[src/dcs_defs.svh]
// constants shared by both ends of the daisy-chain command port
`ifndef DCS_DEFS_SVH
`define DCS_DEFS_SVH

// word layout
`define DCS_W 16
`define DCS_B_BIT 15
`define DCS_S_BIT 14
`define DCS_POS_HI 13
`define DCS_POS_LO 8
`define DCS_RW_BIT 15
`define DCS_POS_ALL 6'h00
`define DCS_POS_EACH 6'h3f

// device-side registers handled inside the port
`define DCS_CFG_ADDR 15'h0001
`define DCS_CKS_BIT 0
`define DCS_STAT_ADDR 15'h03ff
`define DCS_FAULT_BIT 3

// timing
`define DCS_CLK_NS 40
`define DCS_LINK_NS 320
`define DCS_HALF_CYC ((`DCS_LINK_NS / `DCS_CLK_NS) / 2)
`define DCS_SYNC_NS 1000
`define DCS_SYNC_CYC ((`DCS_SYNC_NS + `DCS_CLK_NS - 1) / `DCS_CLK_NS)

// host controller register map
`define DCS_H_CTRL 4'h0
`define DCS_H_TX 4'h1
`define DCS_H_RX 4'h2
`define DCS_H_CSUM 4'h3
`define DCS_H_END_BIT 0
`define DCS_H_SYNC_BIT 1
`define DCS_H_ERRCLR_BIT 2
`define DCS_H_DUM_HI 15
`define DCS_H_DUM_LO 8
`define DCS_H_BUSY_BIT 0
`define DCS_H_CS_BIT 1
`define DCS_H_ERR_BIT 2

`endif

[src/dcs_pkg.sv]
// state types of the daisy-chain command port
package dcs_pkg;

  typedef enum logic [2:0] {
    DS_IDLE = 3'b000,
    DS_HDR = 3'b001,
    DS_CNT = 3'b010,
    DS_ADDR = 3'b011,
    DS_DATA = 3'b100,
    DS_CSUM = 3'b101,
    DS_RSLOT = 3'b110,
    DS_SKIP = 3'b111
  } dcs_dev_state_t;

  typedef enum logic [1:0] {
    HS_IDLE = 2'b00,
    HS_LEAD = 2'b01,
    HS_SHIFT = 2'b10,
    HS_TAIL = 2'b11
  } dcs_host_state_t;

endpackage

[src/dcs_link_if.sv]
// serial link between the host controller and one chained device
`timescale 1ns/100ps
interface dcs_link_if;
  logic sclk;
  logic cs_n;
  logic serial_input;
  logic serial_output;
  logic serial_output_oe;
  logic frame_sync;

  modport dev (
    input sclk,
    input cs_n,
    input serial_input,
    input frame_sync,
    output serial_output,
    output serial_output_oe
  );

  modport host (
    output sclk,
    output cs_n,
    output serial_input,
    output frame_sync,
    input serial_output,
    input serial_output_oe
  );
endinterface

[src/dcs_dev_end.sv]
// device end of the daisy-chain command port
//
// The implementer's own choices: strobed register access and the register offsets.
`include "dcs_defs.svh"
`timescale 1ns/100ps
module dcs_dev_end (
  input wire logic clk_in,
  input wire logic arst_n_in,
  dcs_link_if.dev link,
  input wire logic [5:0] chain_position_in,
  input wire logic [15:0] reg_rdata_in,
  output logic [14:0] reg_addr_out,
  output logic [15:0] reg_wdata_out,
  output logic reg_wr_out,
  output logic reg_rd_out,
  output logic xfer_ok_out,
  output logic xfer_bad_out,
  output logic checksum_fault_out,
  output logic checksum_en_out,
  output logic frame_sync_out
);
  logic [2:0] sclk_s;
  logic [2:0] cs_s;
  logic [1:0] sin_s;
  logic [2:0] fs_s;
  logic [5:0] pos_s0;
  logic [5:0] pos_q;
  dcs_pkg::dcs_dev_state_t st_q;
  logic [3:0] bit_q;
  logic [15:0] dly_q;
  logic so_q;
  logic oe_q;
  logic sg_q;
  logic each_q;
  logic mine_q;
  logic [15:0] cnt_q;
  logic [14:0] addr_q;
  logic [15:0] sum_q;
  logic [15:0] wcnt_q;
  logic [5:0] slot_q;
  logic [15:0] rd_q;
  logic cks_en_q;
  logic fault_q;
  logic cfg_hit_q;
  logic cfg_val_q;

  // synchronisers; stage 0 feeds stage 1 only
  always_ff @(posedge clk_in or negedge arst_n_in) begin
    if (!arst_n_in) begin
      sclk_s <= 3'h0;
      cs_s <= 3'h7;
      sin_s <= 2'h0;
      fs_s <= 3'h0;
      pos_s0 <= 6'h00;
      pos_q <= 6'h00;
    end else begin
      sclk_s <= {sclk_s[1:0], link.sclk};
      cs_s <= {cs_s[1:0], link.cs_n};
      sin_s <= {sin_s[0], link.serial_input};
      fs_s <= {fs_s[1:0], link.frame_sync};
      pos_s0 <= chain_position_in;
      pos_q <= pos_s0;
    end
  end

  wire frame_w = ~cs_s[1];
  wire cs_fall_w = ~cs_s[1] & cs_s[2];
  wire rise_w = frame_w & sclk_s[1] & ~sclk_s[2];
  wire fall_w = frame_w & ~sclk_s[1] & sclk_s[2];
  wire word_w = rise_w & (bit_q == 4'hf);
  wire [15:0] wd_w = {dly_q[14:0], sin_s[1]};

  // header decode
  wire [5:0] hpos_w = wd_w[`DCS_POS_HI:`DCS_POS_LO];
  wire h_bc_w = wd_w[`DCS_B_BIT];
  wire h_all_w = h_bc_w & (hpos_w == `DCS_POS_ALL);
  wire h_each_w = h_bc_w & (hpos_w == `DCS_POS_EACH);
  wire pos_ok_w = (pos_q != `DCS_POS_ALL) & (pos_q != `DCS_POS_EACH);
  wire h_mine_w = ~h_bc_w & pos_ok_w & (hpos_w == pos_q);
  wire h_any_w = h_all_w | h_each_w | h_mine_w;

  // data slot bookkeeping
  wire [15:0] n_w = sg_q ? 16'h0001 : cnt_q;
  wire [5:0] tslot_w = each_q ? (pos_q - 6'h01) : 6'h00;
  wire take_w = (slot_q == tslot_w);
  wire last_w = (wcnt_q == (n_w - 16'h0001));
  wire [15:0] sum_nx_w = sum_q + wd_w;
  wire cks_ok_w = (sum_nx_w == 16'h0000);
  // per-device broadcast carries the other devices' words too, so the
  // checksum cannot be closed locally and is not applied there
  wire need_cks_w = cks_en_q & ~each_q;
  wire [14:0] waddr_w = addr_q + wcnt_q[14:0];

  wire in_addr_w = word_w & (st_q == dcs_pkg::DS_ADDR);
  wire rd_hit_w = in_addr_w & wd_w[`DCS_RW_BIT] & mine_q;
  wire rslot_w = word_w & (st_q == dcs_pkg::DS_RSLOT);
  wire sub_w = rslot_w & (~cks_en_q | cks_ok_w);
  wire [15:0] dly_d = sub_w ? rd_q :
                      rd_hit_w ? {1'b0, wd_w[14:0]} : wd_w;
  wire [15:0] rd_fix_w = (reg_addr_out == `DCS_STAT_ADDR) ?
    (reg_rdata_in | (16'({fault_q}) << `DCS_FAULT_BIT)) : reg_rdata_in;

  // forwarding delay line and serial output
  always_ff @(posedge clk_in or negedge arst_n_in) begin
    if (!arst_n_in) begin
      dly_q <= 16'h0000;
      bit_q <= 4'h0;
      so_q <= 1'b0;
      oe_q <= 1'b0;
    end else if (cs_fall_w) begin
      dly_q <= 16'h0000;
      bit_q <= 4'h0;
      so_q <= 1'b0;
    end else if (!frame_w) begin
      oe_q <= 1'b0;
    end else if (rise_w) begin
      dly_q <= dly_d;
      bit_q <= bit_q + 4'h1;
    end else if (fall_w) begin
      so_q <= dly_q[15];
      oe_q <= 1'b1;
    end
  end

  // read data capture, in the cycle of the read strobe
  always_ff @(posedge clk_in or negedge arst_n_in) begin
    if (!arst_n_in) begin
      rd_q <= 16'h0000;
    end else if (reg_rd_out) begin
      rd_q <= rd_fix_w;
    end
  end

  // word-level sequencer
  always_ff @(posedge clk_in or negedge arst_n_in) begin
    if (!arst_n_in) begin
      st_q <= dcs_pkg::DS_IDLE;
      sg_q <= 1'b0;
      each_q <= 1'b0;
      mine_q <= 1'b0;
      cnt_q <= 16'h0000;
      addr_q <= 15'h0000;
      sum_q <= 16'h0000;
      wcnt_q <= 16'h0000;
      slot_q <= 6'h00;
      reg_addr_out <= 15'h0000;
      reg_wdata_out <= 16'h0000;
      reg_wr_out <= 1'b0;
      reg_rd_out <= 1'b0;
      xfer_ok_out <= 1'b0;
      xfer_bad_out <= 1'b0;
      fault_q <= 1'b0;
      cks_en_q <= 1'b0;
      cfg_hit_q <= 1'b0;
      cfg_val_q <= 1'b0;
    end else begin
      reg_wr_out <= 1'b0;
      reg_rd_out <= 1'b0;
      xfer_ok_out <= 1'b0;
      xfer_bad_out <= 1'b0;
      if (xfer_bad_out) begin
        fault_q <= 1'b1;
      end else if (xfer_ok_out) begin
        fault_q <= 1'b0;
        if (cfg_hit_q) begin
          cks_en_q <= cfg_val_q;
        end
      end
      if (cs_fall_w) begin
        st_q <= dcs_pkg::DS_HDR;
      end else if (!frame_w) begin
        st_q <= dcs_pkg::DS_IDLE;
      end else if (word_w) begin
        unique case (st_q)
          dcs_pkg::DS_HDR: begin
            sg_q <= wd_w[`DCS_S_BIT];
            each_q <= h_each_w;
            mine_q <= h_mine_w;
            cfg_hit_q <= 1'b0;
            if (!h_any_w) begin
              st_q <= dcs_pkg::DS_SKIP;
            end else if (wd_w[`DCS_S_BIT]) begin
              st_q <= dcs_pkg::DS_ADDR;
            end else begin
              st_q <= dcs_pkg::DS_CNT;
            end
          end
          dcs_pkg::DS_CNT: begin
            cnt_q <= wd_w;
            st_q <= dcs_pkg::DS_ADDR;
          end
          dcs_pkg::DS_ADDR: begin
            addr_q <= wd_w[14:0];
            sum_q <= wd_w;
            wcnt_q <= 16'h0000;
            slot_q <= 6'h00;
            if (wd_w[`DCS_RW_BIT]) begin
              if (mine_q) begin
                reg_addr_out <= wd_w[14:0];
                reg_rd_out <= 1'b1;
                st_q <= dcs_pkg::DS_RSLOT;
              end else begin
                st_q <= dcs_pkg::DS_SKIP;
              end
            end else if (n_w == 16'h0000) begin
              st_q <= need_cks_w ? dcs_pkg::DS_CSUM : dcs_pkg::DS_SKIP;
              xfer_ok_out <= ~need_cks_w;
            end else begin
              st_q <= dcs_pkg::DS_DATA;
            end
          end
          dcs_pkg::DS_DATA: begin
            if (take_w) begin
              reg_addr_out <= waddr_w;
              reg_wdata_out <= wd_w;
              reg_wr_out <= 1'b1;
              sum_q <= sum_nx_w;
              if (waddr_w == `DCS_CFG_ADDR) begin
                cfg_hit_q <= 1'b1;
                cfg_val_q <= wd_w[`DCS_CKS_BIT];
              end
            end
            if (last_w) begin
              wcnt_q <= 16'h0000;
              slot_q <= slot_q + 6'h01;
              if (take_w) begin
                st_q <= need_cks_w ? dcs_pkg::DS_CSUM : dcs_pkg::DS_SKIP;
                xfer_ok_out <= ~need_cks_w;
              end
            end else begin
              wcnt_q <= wcnt_q + 16'h0001;
            end
          end
          dcs_pkg::DS_CSUM: begin
            xfer_ok_out <= cks_ok_w;
            xfer_bad_out <= ~cks_ok_w;
            st_q <= dcs_pkg::DS_SKIP;
          end
          dcs_pkg::DS_RSLOT: begin
            xfer_ok_out <= sub_w;
            xfer_bad_out <= ~sub_w;
            st_q <= dcs_pkg::DS_SKIP;
          end
          dcs_pkg::DS_SKIP: begin
            st_q <= dcs_pkg::DS_SKIP;
          end
          dcs_pkg::DS_IDLE: begin
            st_q <= dcs_pkg::DS_IDLE;
          end
        endcase
      end
    end
  end

  assign link.serial_output = so_q;
  assign link.serial_output_oe = oe_q;
  assign checksum_fault_out = fault_q;
  assign checksum_en_out = cks_en_q;
  assign frame_sync_out = fs_s[1] & ~fs_s[2];
endmodule

[src/flat_wrapper.sv]
// flat-port wrapper written by rule: the top's interface ports become plain ports
module dcs_dev_end_flat 
  (clk_in, arst_n_in, chain_position_in, reg_rdata_in, reg_addr_out, reg_wdata_out, reg_wr_out, reg_rd_out, xfer_ok_out, xfer_bad_out, checksum_fault_out, checksum_en_out, frame_sync_out, link_sclk, link_cs_n, link_serial_input, link_frame_sync, link_serial_output, link_serial_output_oe);
  dcs_link_if link_i ();
  input wire logic clk_in;
  input wire logic arst_n_in;
  input wire logic [5:0] chain_position_in;
  input wire logic [15:0] reg_rdata_in;
  output logic [14:0] reg_addr_out;
  output logic [15:0] reg_wdata_out;
  output logic reg_wr_out;
  output logic reg_rd_out;
  output logic xfer_ok_out;
  output logic xfer_bad_out;
  output logic checksum_fault_out;
  output logic checksum_en_out;
  output logic frame_sync_out;
  input wire logic [$bits(link_i.sclk)-1:0] link_sclk;
  input wire logic [$bits(link_i.cs_n)-1:0] link_cs_n;
  input wire logic [$bits(link_i.serial_input)-1:0] link_serial_input;
  input wire logic [$bits(link_i.frame_sync)-1:0] link_frame_sync;
  output wire logic [$bits(link_i.serial_output)-1:0] link_serial_output;
  output wire logic [$bits(link_i.serial_output_oe)-1:0] link_serial_output_oe;
  assign link_i.sclk = link_sclk;
  assign link_i.cs_n = link_cs_n;
  assign link_i.serial_input = link_serial_input;
  assign link_i.frame_sync = link_frame_sync;
  assign link_serial_output = link_i.serial_output;
  assign link_serial_output_oe = link_i.serial_output_oe;
  dcs_dev_end u_core (.clk_in(clk_in), .arst_n_in(arst_n_in), .link(link_i), .chain_position_in(chain_position_in), .reg_rdata_in(reg_rdata_in), .reg_addr_out(reg_addr_out), .reg_wdata_out(reg_wdata_out), .reg_wr_out(reg_wr_out), .reg_rd_out(reg_rd_out), .xfer_ok_out(xfer_ok_out), .xfer_bad_out(xfer_bad_out), .checksum_fault_out(checksum_fault_out), .checksum_en_out(checksum_en_out), .frame_sync_out(frame_sync_out));
endmodule
[config.mk]
export PLATFORM = sky130hd
export DESIGN_NAME = dcs_dev_end_flat
export DESIGN_NICKNAME = d
export VERILOG_FILES = /design/src/dcs_pkg.sv /design/src/dcs_link_if.sv /design/src/dcs_dev_end.sv /design/src/flat_wrapper.sv
export VERILOG_INCLUDE_DIRS = /design/src
export SDC_FILE = /design/constraint.sdc
export NUM_CORES = 1
export LEC_CHECK = 0
export ABC_AREA = 0
export BUFFER_PORTS_ARGS = -buffer_cell sky130_fd_sc_hd__buf_2
export CAP_MARGIN = 20
export CORE_UTILIZATION = 30
export CTS_CLUSTER_SIZE = 12
export DETAILED_ROUTE_END_ITERATION = 16
export PLACE_DENSITY = 0.44
export RECOVER_POWER = 50
export SLEW_MARGIN = 20
export SYNTH_ARGS = -nofsm -noshare
export SYNTH_HDL_FRONTEND = slang
export SYNTH_SLANG_ARGS = --single-unit
[constraint.sdc]
create_clock -name clk_in -period 4.88 [get_ports clk_in]
set_clock_uncertainty 0.15 [all_clocks]
set_input_delay 0.732 -clock clk_in [delete_from_list [all_inputs] [get_ports clk_in]]
set_output_delay 0.732 -clock clk_in [all_outputs]
set_load 0.02 [all_outputs]
==> results.cfg, run 1 <==
[layout]
diodes = 0
layout_commonest_cell = sky130_fd_sc_hd__dfrtp_1
layout-area-overhead-vs-synth_pct = 13.4
ff_latch_area_mm2 = 0.00438
multiInputGateArea_mm2 = 0.00586
most-common-layout-cells = 172 x sky130_fd_sc_hd__dfrtp_1, 100 x sky130_fd_sc_hd__nand2_1, 88 x sky130_fd_sc_hd__a21oi_1
post-route-cell-area_mm2 = 0.0121
fillCellCount = 3615
drive_above_1_share = 0.164
final_nets = 1291

[timing]
timing.final.hold_violations = 0
timing.fmax_ghz = 0.259
setup-tns-final_ns = 0
fin_crit_sh = 0.792
rsz0062_at_grt = no
timing.final.max_slew_violations = 97
timing.max_slew.rel_slack = -0.744
final_period_minus_worst_setup_slack_ns = 3.87
final_hold_slack_ns = 0.195
worst_pin_slew_ns = 2.62
setup_viol = 0

[synthesis]
ys_ff_latch = 175
yosysWarnings = 0
async_flop_share = 1.00
synth.lib_cells_used.distinct = 77
post_synth_edffs = 0
seq_area_frac_synth = 0.411
yosys_most_used_dff = sky130_fd_sc_hd__dfrtp_1
mean_instance_size_in_the_synthesized_netlist_um2 = 9.00
mappedNetlistNets = 1252
mappedNetlistArea_mm2 = 0.0107
post_synth_inst_count = 1186

[clock_network]
clock_path_buffers = 2
post-cts-setup-buffer-count = 0
tritoncts = built
insertion_delay_ns = 0.45
ctsRootBufferMaster = sky130_fd_sc_hd__clkbuf_16
cts-buffers-inserted = 17
ctsResizeCount = 0
ctsHoldBuffers = 0
cts.reportedPaths.clkPinSlew_ns = 0.07
cts_htree_levels = 4
cts_sinks = 175

[run_status]
run_status = complete, but fails checks
violations = max-capacitance violations, max-slew violations

[run]
maxcap_violations = 1

[grt]
grt_use_total = 0.190
overflow = 0
grt_antenna_before_repair = 0
grt_pass1_vias = 8631
grt_max_degree = 98
wire_length_of_the_first_global_routing_pass_mm = 52.2

[detailed_routing]
drc_errors = 0
drt_first_iter_violations = 537
wirelength_mm = 33.4
vias_per_cell = 5.30
routed-via-count = 8980
post_drt_wl_per_cell_um = 19.7
drt_first_pass_iters = 5
ant_nets = 0

[floorplan]
floorplan.io_pins = 68
initial_cell_density_of_the_core = 0.307
die_area_mm2 = 0.0363
die_x_um = 191
floorplan.core_area_mm2 = 0.0348
num_rows = 68
die_h_um = 191

[pwr]
switching_share = 0.246
comb_power_share = 0.030
clkPwrFrac = 0.471
vdd_drop_max_mv = 0.248
power.sequential.fraction = 0.499
leakagePower_nw = 5.70
cellPowerDensity_mw_per_mm2 = 245
net-switching-power_mw = 0.731
internal_cell_power_mw = 2.23

[placed_design]
gp_routability_congestion = 0.880
post-dp-hpwl_mm = 23.5
port_buffers = 67
placed_instance_area_mm2 = 0.0115

[setup_path]
r2r_slack_ns = 1.01
path_common_cell = sky130_fd_sc_hd__o31a_1
worstSetupPathType = flop to flop
cp_cell_sequence = ha_1 > inv_1 > fa_1 > nor2b_1 > o31a_1 > o31a_1 > a21oi_1 > or4b_2 > a2111oi_0 > nand4_1 > mux2_1
crit_path_end_kind = flop
startpoint_of_the_most_critical_register_to_register_path = u_core.wcnt_q[0]
worst-endpoint-arrival_ns = 4.05
worstPathRequired_ns = 5.06
critical-path-slowest-cell = sky130_fd_sc_hd__or4b_2
cp_max_fo = 7
worst_setup_startpoint = u_core.wcnt_q[0]
start_kind = flop
critical-path-max-stage-delay_ns = 0.67

[min_path]
min_path_type = flop to flop
startpoint_of_the_most_critical_hold_path = u_core.pos_s0[5]
## cells by family (layout without fill, tap and decap cells)
group | Yosys count | after routing | share of synthesized area
simple gates | 434 | 434 | 0.202
mux | 60 | 60 | 0.0625
flops | 175 | 175 | 0.411
fa+ha+maj | 38 | 38 | 0.0460
buf+inv | 118 | 170 | 0.0426
xor+xnor | 55 | 55 | 0.0464
compound gates | 306 | 306 | 0.189
## registers in the layout, indices dropped and copies added, names as in the netlist, 3 cells and up
name	flops
u_core.sclk_s	3
u_core.slot_q	6
u_core.sum_q	16
u_core.cs_s	3
u_core.st_q	3
u_core.wcnt_q	16
u_core.addr_q	15
u_core.fs_s	3
u_core.dly_q	16
u_core.cnt_q	16
u_core.reg_addr_out	15
u_core.bit_q	4
u_core.pos_q	6
u_core.pos_s0	6
u_core.reg_wdata_out	16
u_core.rd_q	16
## metrics by stage
step                instances  worst slack, ns  power [mW]  utilization
finish                   1693             1.01        2.97        0.348
global route             1693            0.807        3.08        0.348
CTS                      1693             1.01        3.02        0.348
detailed placement       1661             1.02        1.60        0.331
global placement         1661             1.18        1.60        0.331
floorplan                1186             1.50        1.54            -
## routing by layer
metal / global-route usage / wire (um) / up-vias
met5: 0 / 0 / -
li1: - / - / 4374
met3: 0.0396 / 1400 / 27
met4: 0.0502 / 535 / 0
met1: 0.268 / 16500 / 4412
met2: 0.292 / 15000 / 167
## final cells by class
class                           count  share of cell area
Clock inverter                     12              0.0103
Sequential cell                   175               0.362
Inverter                           44              0.0136
Tap cell                          455              0.0470
Timing Repair Buffer               94              0.0455
Clock buffer                       20              0.0377
Multi-Input combinational cell    893               0.484
## synthesized netlist by cell type (16+ instances only)
cell type                  number  share of area
sky130_fd_sc_hd__a21o_1        41          0.029
sky130_fd_sc_hd__nand2_1      100          0.035
sky130_fd_sc_hd__a21oi_1       88          0.041
sky130_fd_sc_hd__dfrtp_1      172           0.40
sky130_fd_sc_hd__ha_1          36          0.042
sky130_fd_sc_hd__xor2_1        28          0.023
sky130_fd_sc_hd__nor4_1        19          0.011
sky130_fd_sc_hd__nor3_1        50          0.023
sky130_fd_sc_hd__clkbuf_1      64          0.023
sky130_fd_sc_hd__nor2_1        86          0.030
sky130_fd_sc_hd__nor2b_1       16         0.0094
sky130_fd_sc_hd__inv_1         43          0.015
sky130_fd_sc_hd__o21ai_0       73          0.034
sky130_fd_sc_hd__mux2_2        52          0.055
sky130_fd_sc_hd__nand3_1       75          0.035
sky130_fd_sc_hd__xnor2_1       26          0.021
## final timing paths
| check | endpoint | cells after the start |
|---|---|---|
| min | u_core.pos_q[5] | 0 |
| max | u_core.cfg_val_q | 11 |
| max in group asynchronous | u_core.fs_s[0] | 1 |
| max reg2reg | u_core.cfg_val_q | 11 |
| min in group asynchronous | u_core.reg_addr_out[11] | 1 |
| min reg2reg | u_core.pos_q[5] | 0 |
## worst max-delay path, delay by kind of cell (launching register included)
family	cells	cell delay, ns
flops	1	0.50
simple gates	3	1.11
mux	1	0.37
compound gates	4	0.86
buf+inv	1	0.07
fa+ha+maj	2	0.69
## power by group through the flow
stage | sequential [mW] | combinational (mW) | clock (mW)
after floorplan | 1.50 | 0.0423 | 0
after global placement | 1.51 | 0.0931 | 0
after detailed placement | 1.51 | 0.0937 | 0
after CTS | 1.48 | 0.0942 | 1.44
after global routing | 1.48 | 0.104 | 1.50
final | 1.48 | 0.0898 | 1.40
Power figures use the tool's default switching activity.
==> run 2: changes to the inputs <==
--- a/config.mk
+++ b/config.mk
@@ -12,7 +12,7 @@
 export CORE_UTILIZATION = 30
 export CTS_CLUSTER_SIZE = 12
 export DETAILED_ROUTE_END_ITERATION = 16
-export PLACE_DENSITY = 0.44
+export PLACE_DENSITY = 0.46
 export RECOVER_POWER = 50
 export SLEW_MARGIN = 20
 export SYNTH_ARGS = -nofsm -noshare
==> constraint.sdc (replaced) <==
create_clock -name clk_in -period 3.2 [get_ports clk_in]
set_clock_uncertainty 0.15 [all_clocks]
set_input_delay 0.48 -clock clk_in [delete_from_list [all_inputs] [get_ports clk_in]]
set_output_delay 0.48 -clock clk_in [all_outputs]
set_load 0.02 [all_outputs]
==> results.cfg, run 2 (synthesis results as in run 1) <==
[grt]
grt_use_total = 0.195
grt_max_degree = 60
grt_antenna_before_repair = 0
overflow = 0
wire_length_of_the_first_global_routing_pass_mm = 53.6
grt_pass1_vias = 8899

[setup_path]
worst-endpoint-arrival_ns = 3.42
worstSetupPathType = flop to flop
critical-path-slowest-cell = sky130_fd_sc_hd__dfrtp_1
critical_path_cell_count = 11
reg2regPathDepth = 11
cp_max_fo = 4
crit_path_end_kind = flop
startpoint_of_the_most_critical_register_to_register_path = u_core.wcnt_q[0]
worstPathRequired_ns = 3.38
regToRegEndpoint = u_core.cfg_val_q
worst_setup_startpoint = u_core.wcnt_q[0]
cp_cell_sequence = ha_2 > inv_2 > fa_2 > nor2b_4 > o31a_1 > o31a_1 > o211a_1 > or3_4 > a2111oi_4 > nand4_1 > mux2_4
critPathBufInv = 1
critical_path.endpoint = u_core.cfg_val_q
start_kind = flop
path_common_cell = sky130_fd_sc_hd__o31a_1
path_delay_family = compound AO/OA/AOI/OAI gates
critical-path-max-stage-delay_ns = 0.39
r2r_slack_ns = -0.04

[layout]
diodes = 0
layout.core_utilization = 0.385
post-route-cell-area_mm2 = 0.0134
layout-area-overhead-vs-synth_pct = 25.6
final_nets = 1400
drive_above_1_share = 0.248
layout_commonest_cell = sky130_fd_sc_hd__dfrtp_1
fillCellCount = 3475
most-common-layout-cells = 171 x sky130_fd_sc_hd__dfrtp_1, 109 x sky130_fd_sc_hd__buf_4, 100 x sky130_fd_sc_hd__nand2_1
post_layout_nonfiller_instances = 1802

[timing]
final_hold_slack_ns = 0.0830
fin_crit_sh = 1.01
timing.final.max_slew_violations = 29
timing.fmax_ghz = 0.309
setup-tns-final_ns = -0.102
worst_pin_slew_ns = 1.89
setup_viol = 8
timing.max_slew.rel_slack = -0.261
timing.final.hold_violations = 0
rsz0062_at_grt = yes
final_period_minus_worst_setup_slack_ns = 3.24
postLayoutSetupSlackWorst_ns = -0.0384

[pwr]
switching_share = 0.236
clkPwrFrac = 0.486
cellPowerDensity_mw_per_mm2 = 359
finalPower_mw = 4.81
internal_cell_power_mw = 3.67
power.sequential.fraction = 0.468
net-switching-power_mw = 1.14
leakagePower_nw = 6.34
vdd_drop_max_mv = 0.408
comb_power_share = 0.046

[detailed_routing]
vias_per_cell = 5.23
ant_nets = 0
wirelength_mm = 34.3
drc_errors = 0
routed-via-count = 9433
drt_first_iter_violations = 838
post_drt_wl_per_cell_um = 19.0
drt_first_pass_iters = 5

[run]
maxcap_violations = 1

[floorplan]
initial_cell_density_of_the_core = 0.307
die_h_um = 191
die_area_mm2 = 0.0363
num_rows = 68
die_x_um = 191
floorplan.core_area_mm2 = 0.0348
floorplan.io_pins = 68

[clock_network]
cts_sinks = 175
tritoncts = built
insertion_delay_ns = 0.46
cts.reportedPaths.clkPinSlew_ns = 0.07
cts-buffers-inserted = 17
clock_path_buffers = 2
cts_htree_levels = 4
ctsRootBufferMaster = sky130_fd_sc_hd__clkbuf_16

[placed_design]
post-place-ws_ns = -0.191
post-dp-hpwl_mm = 24.8
placedCellCount = 1747
port_buffers = 67
placed_instance_area_mm2 = 0.0123
gp_routability_congestion = 0.913

[min_path]
min_path_type = input pin to flop

[run_status]
violations = max-capacitance violations, max-slew violations, negative setup slack
run_status = complete, but fails checks
## run 2: metal layers
layer  global-route usage  vias up  part of all wire
li1                     -     4594                 -
met1                0.280     4607              0.49
met2                0.300      204              0.45
met3               0.0317       28             0.037
met4               0.0529        0             0.017
met5                    0        -                 0
## run 2: tightest hold or removal path: stages
cell and delay, ns:
sky130_fd_sc_hd__buf_2 0.07, sky130_fd_sc_hd__nand2_1 0.04, sky130_fd_sc_hd__o21ai_0 0.05
## run 2: cell type report
cell class / count / area, um^2 / share of cell area
well taps: 455 / 569 / 0.0425
flip-flops and latches: 175 / 4380 / 0.327
repair buffers: 203 / 1540 / 0.115
inverters: 44 / 165 / 0.0123
multi-input cells: 893 / 6110 / 0.456
clock buffers: 18 / 439 / 0.0328
clock inverters: 14 / 201 / 0.0150
## run 2: power by group through the flow
stage	Combinational, mW	Clock (mW)	Sequential, mW
finish	0.223	2.34	2.25
detailed placement	0.194	0	2.29
global route	0.248	2.48	2.25
CTS	0.223	2.39	2.25
floorplan	0.0668	0	2.29
global placement	0.193	0	2.29
## run 2: what timing repair did
action / 4_1_cts / 5_1_grt
endpoints found under the setup margin: 37 / 58
gates cloned: 1 / 1
hold buffers: 11 / 0
pin swaps: 18 / 37
resized for setup: 15 / 33
setup buffers: 5 / 6
hold endpoints to repair: 37 / 0
## run 2: worst min path at each step
stage,start,end,cells after the start
after floorplan,arst_n_in,u_core.addr_q[0],0
after global placement,u_core.fs_s[0],u_core.fs_s[1],0
after detailed placement,u_core.sclk_s[0],u_core.sclk_s[1],0
after CTS,reg_rdata_in[15],u_core.rd_q[15],3
after global routing,reg_rdata_in[4],u_core.rd_q[4],3
final,reg_rdata_in[15],u_core.rd_q[15],3
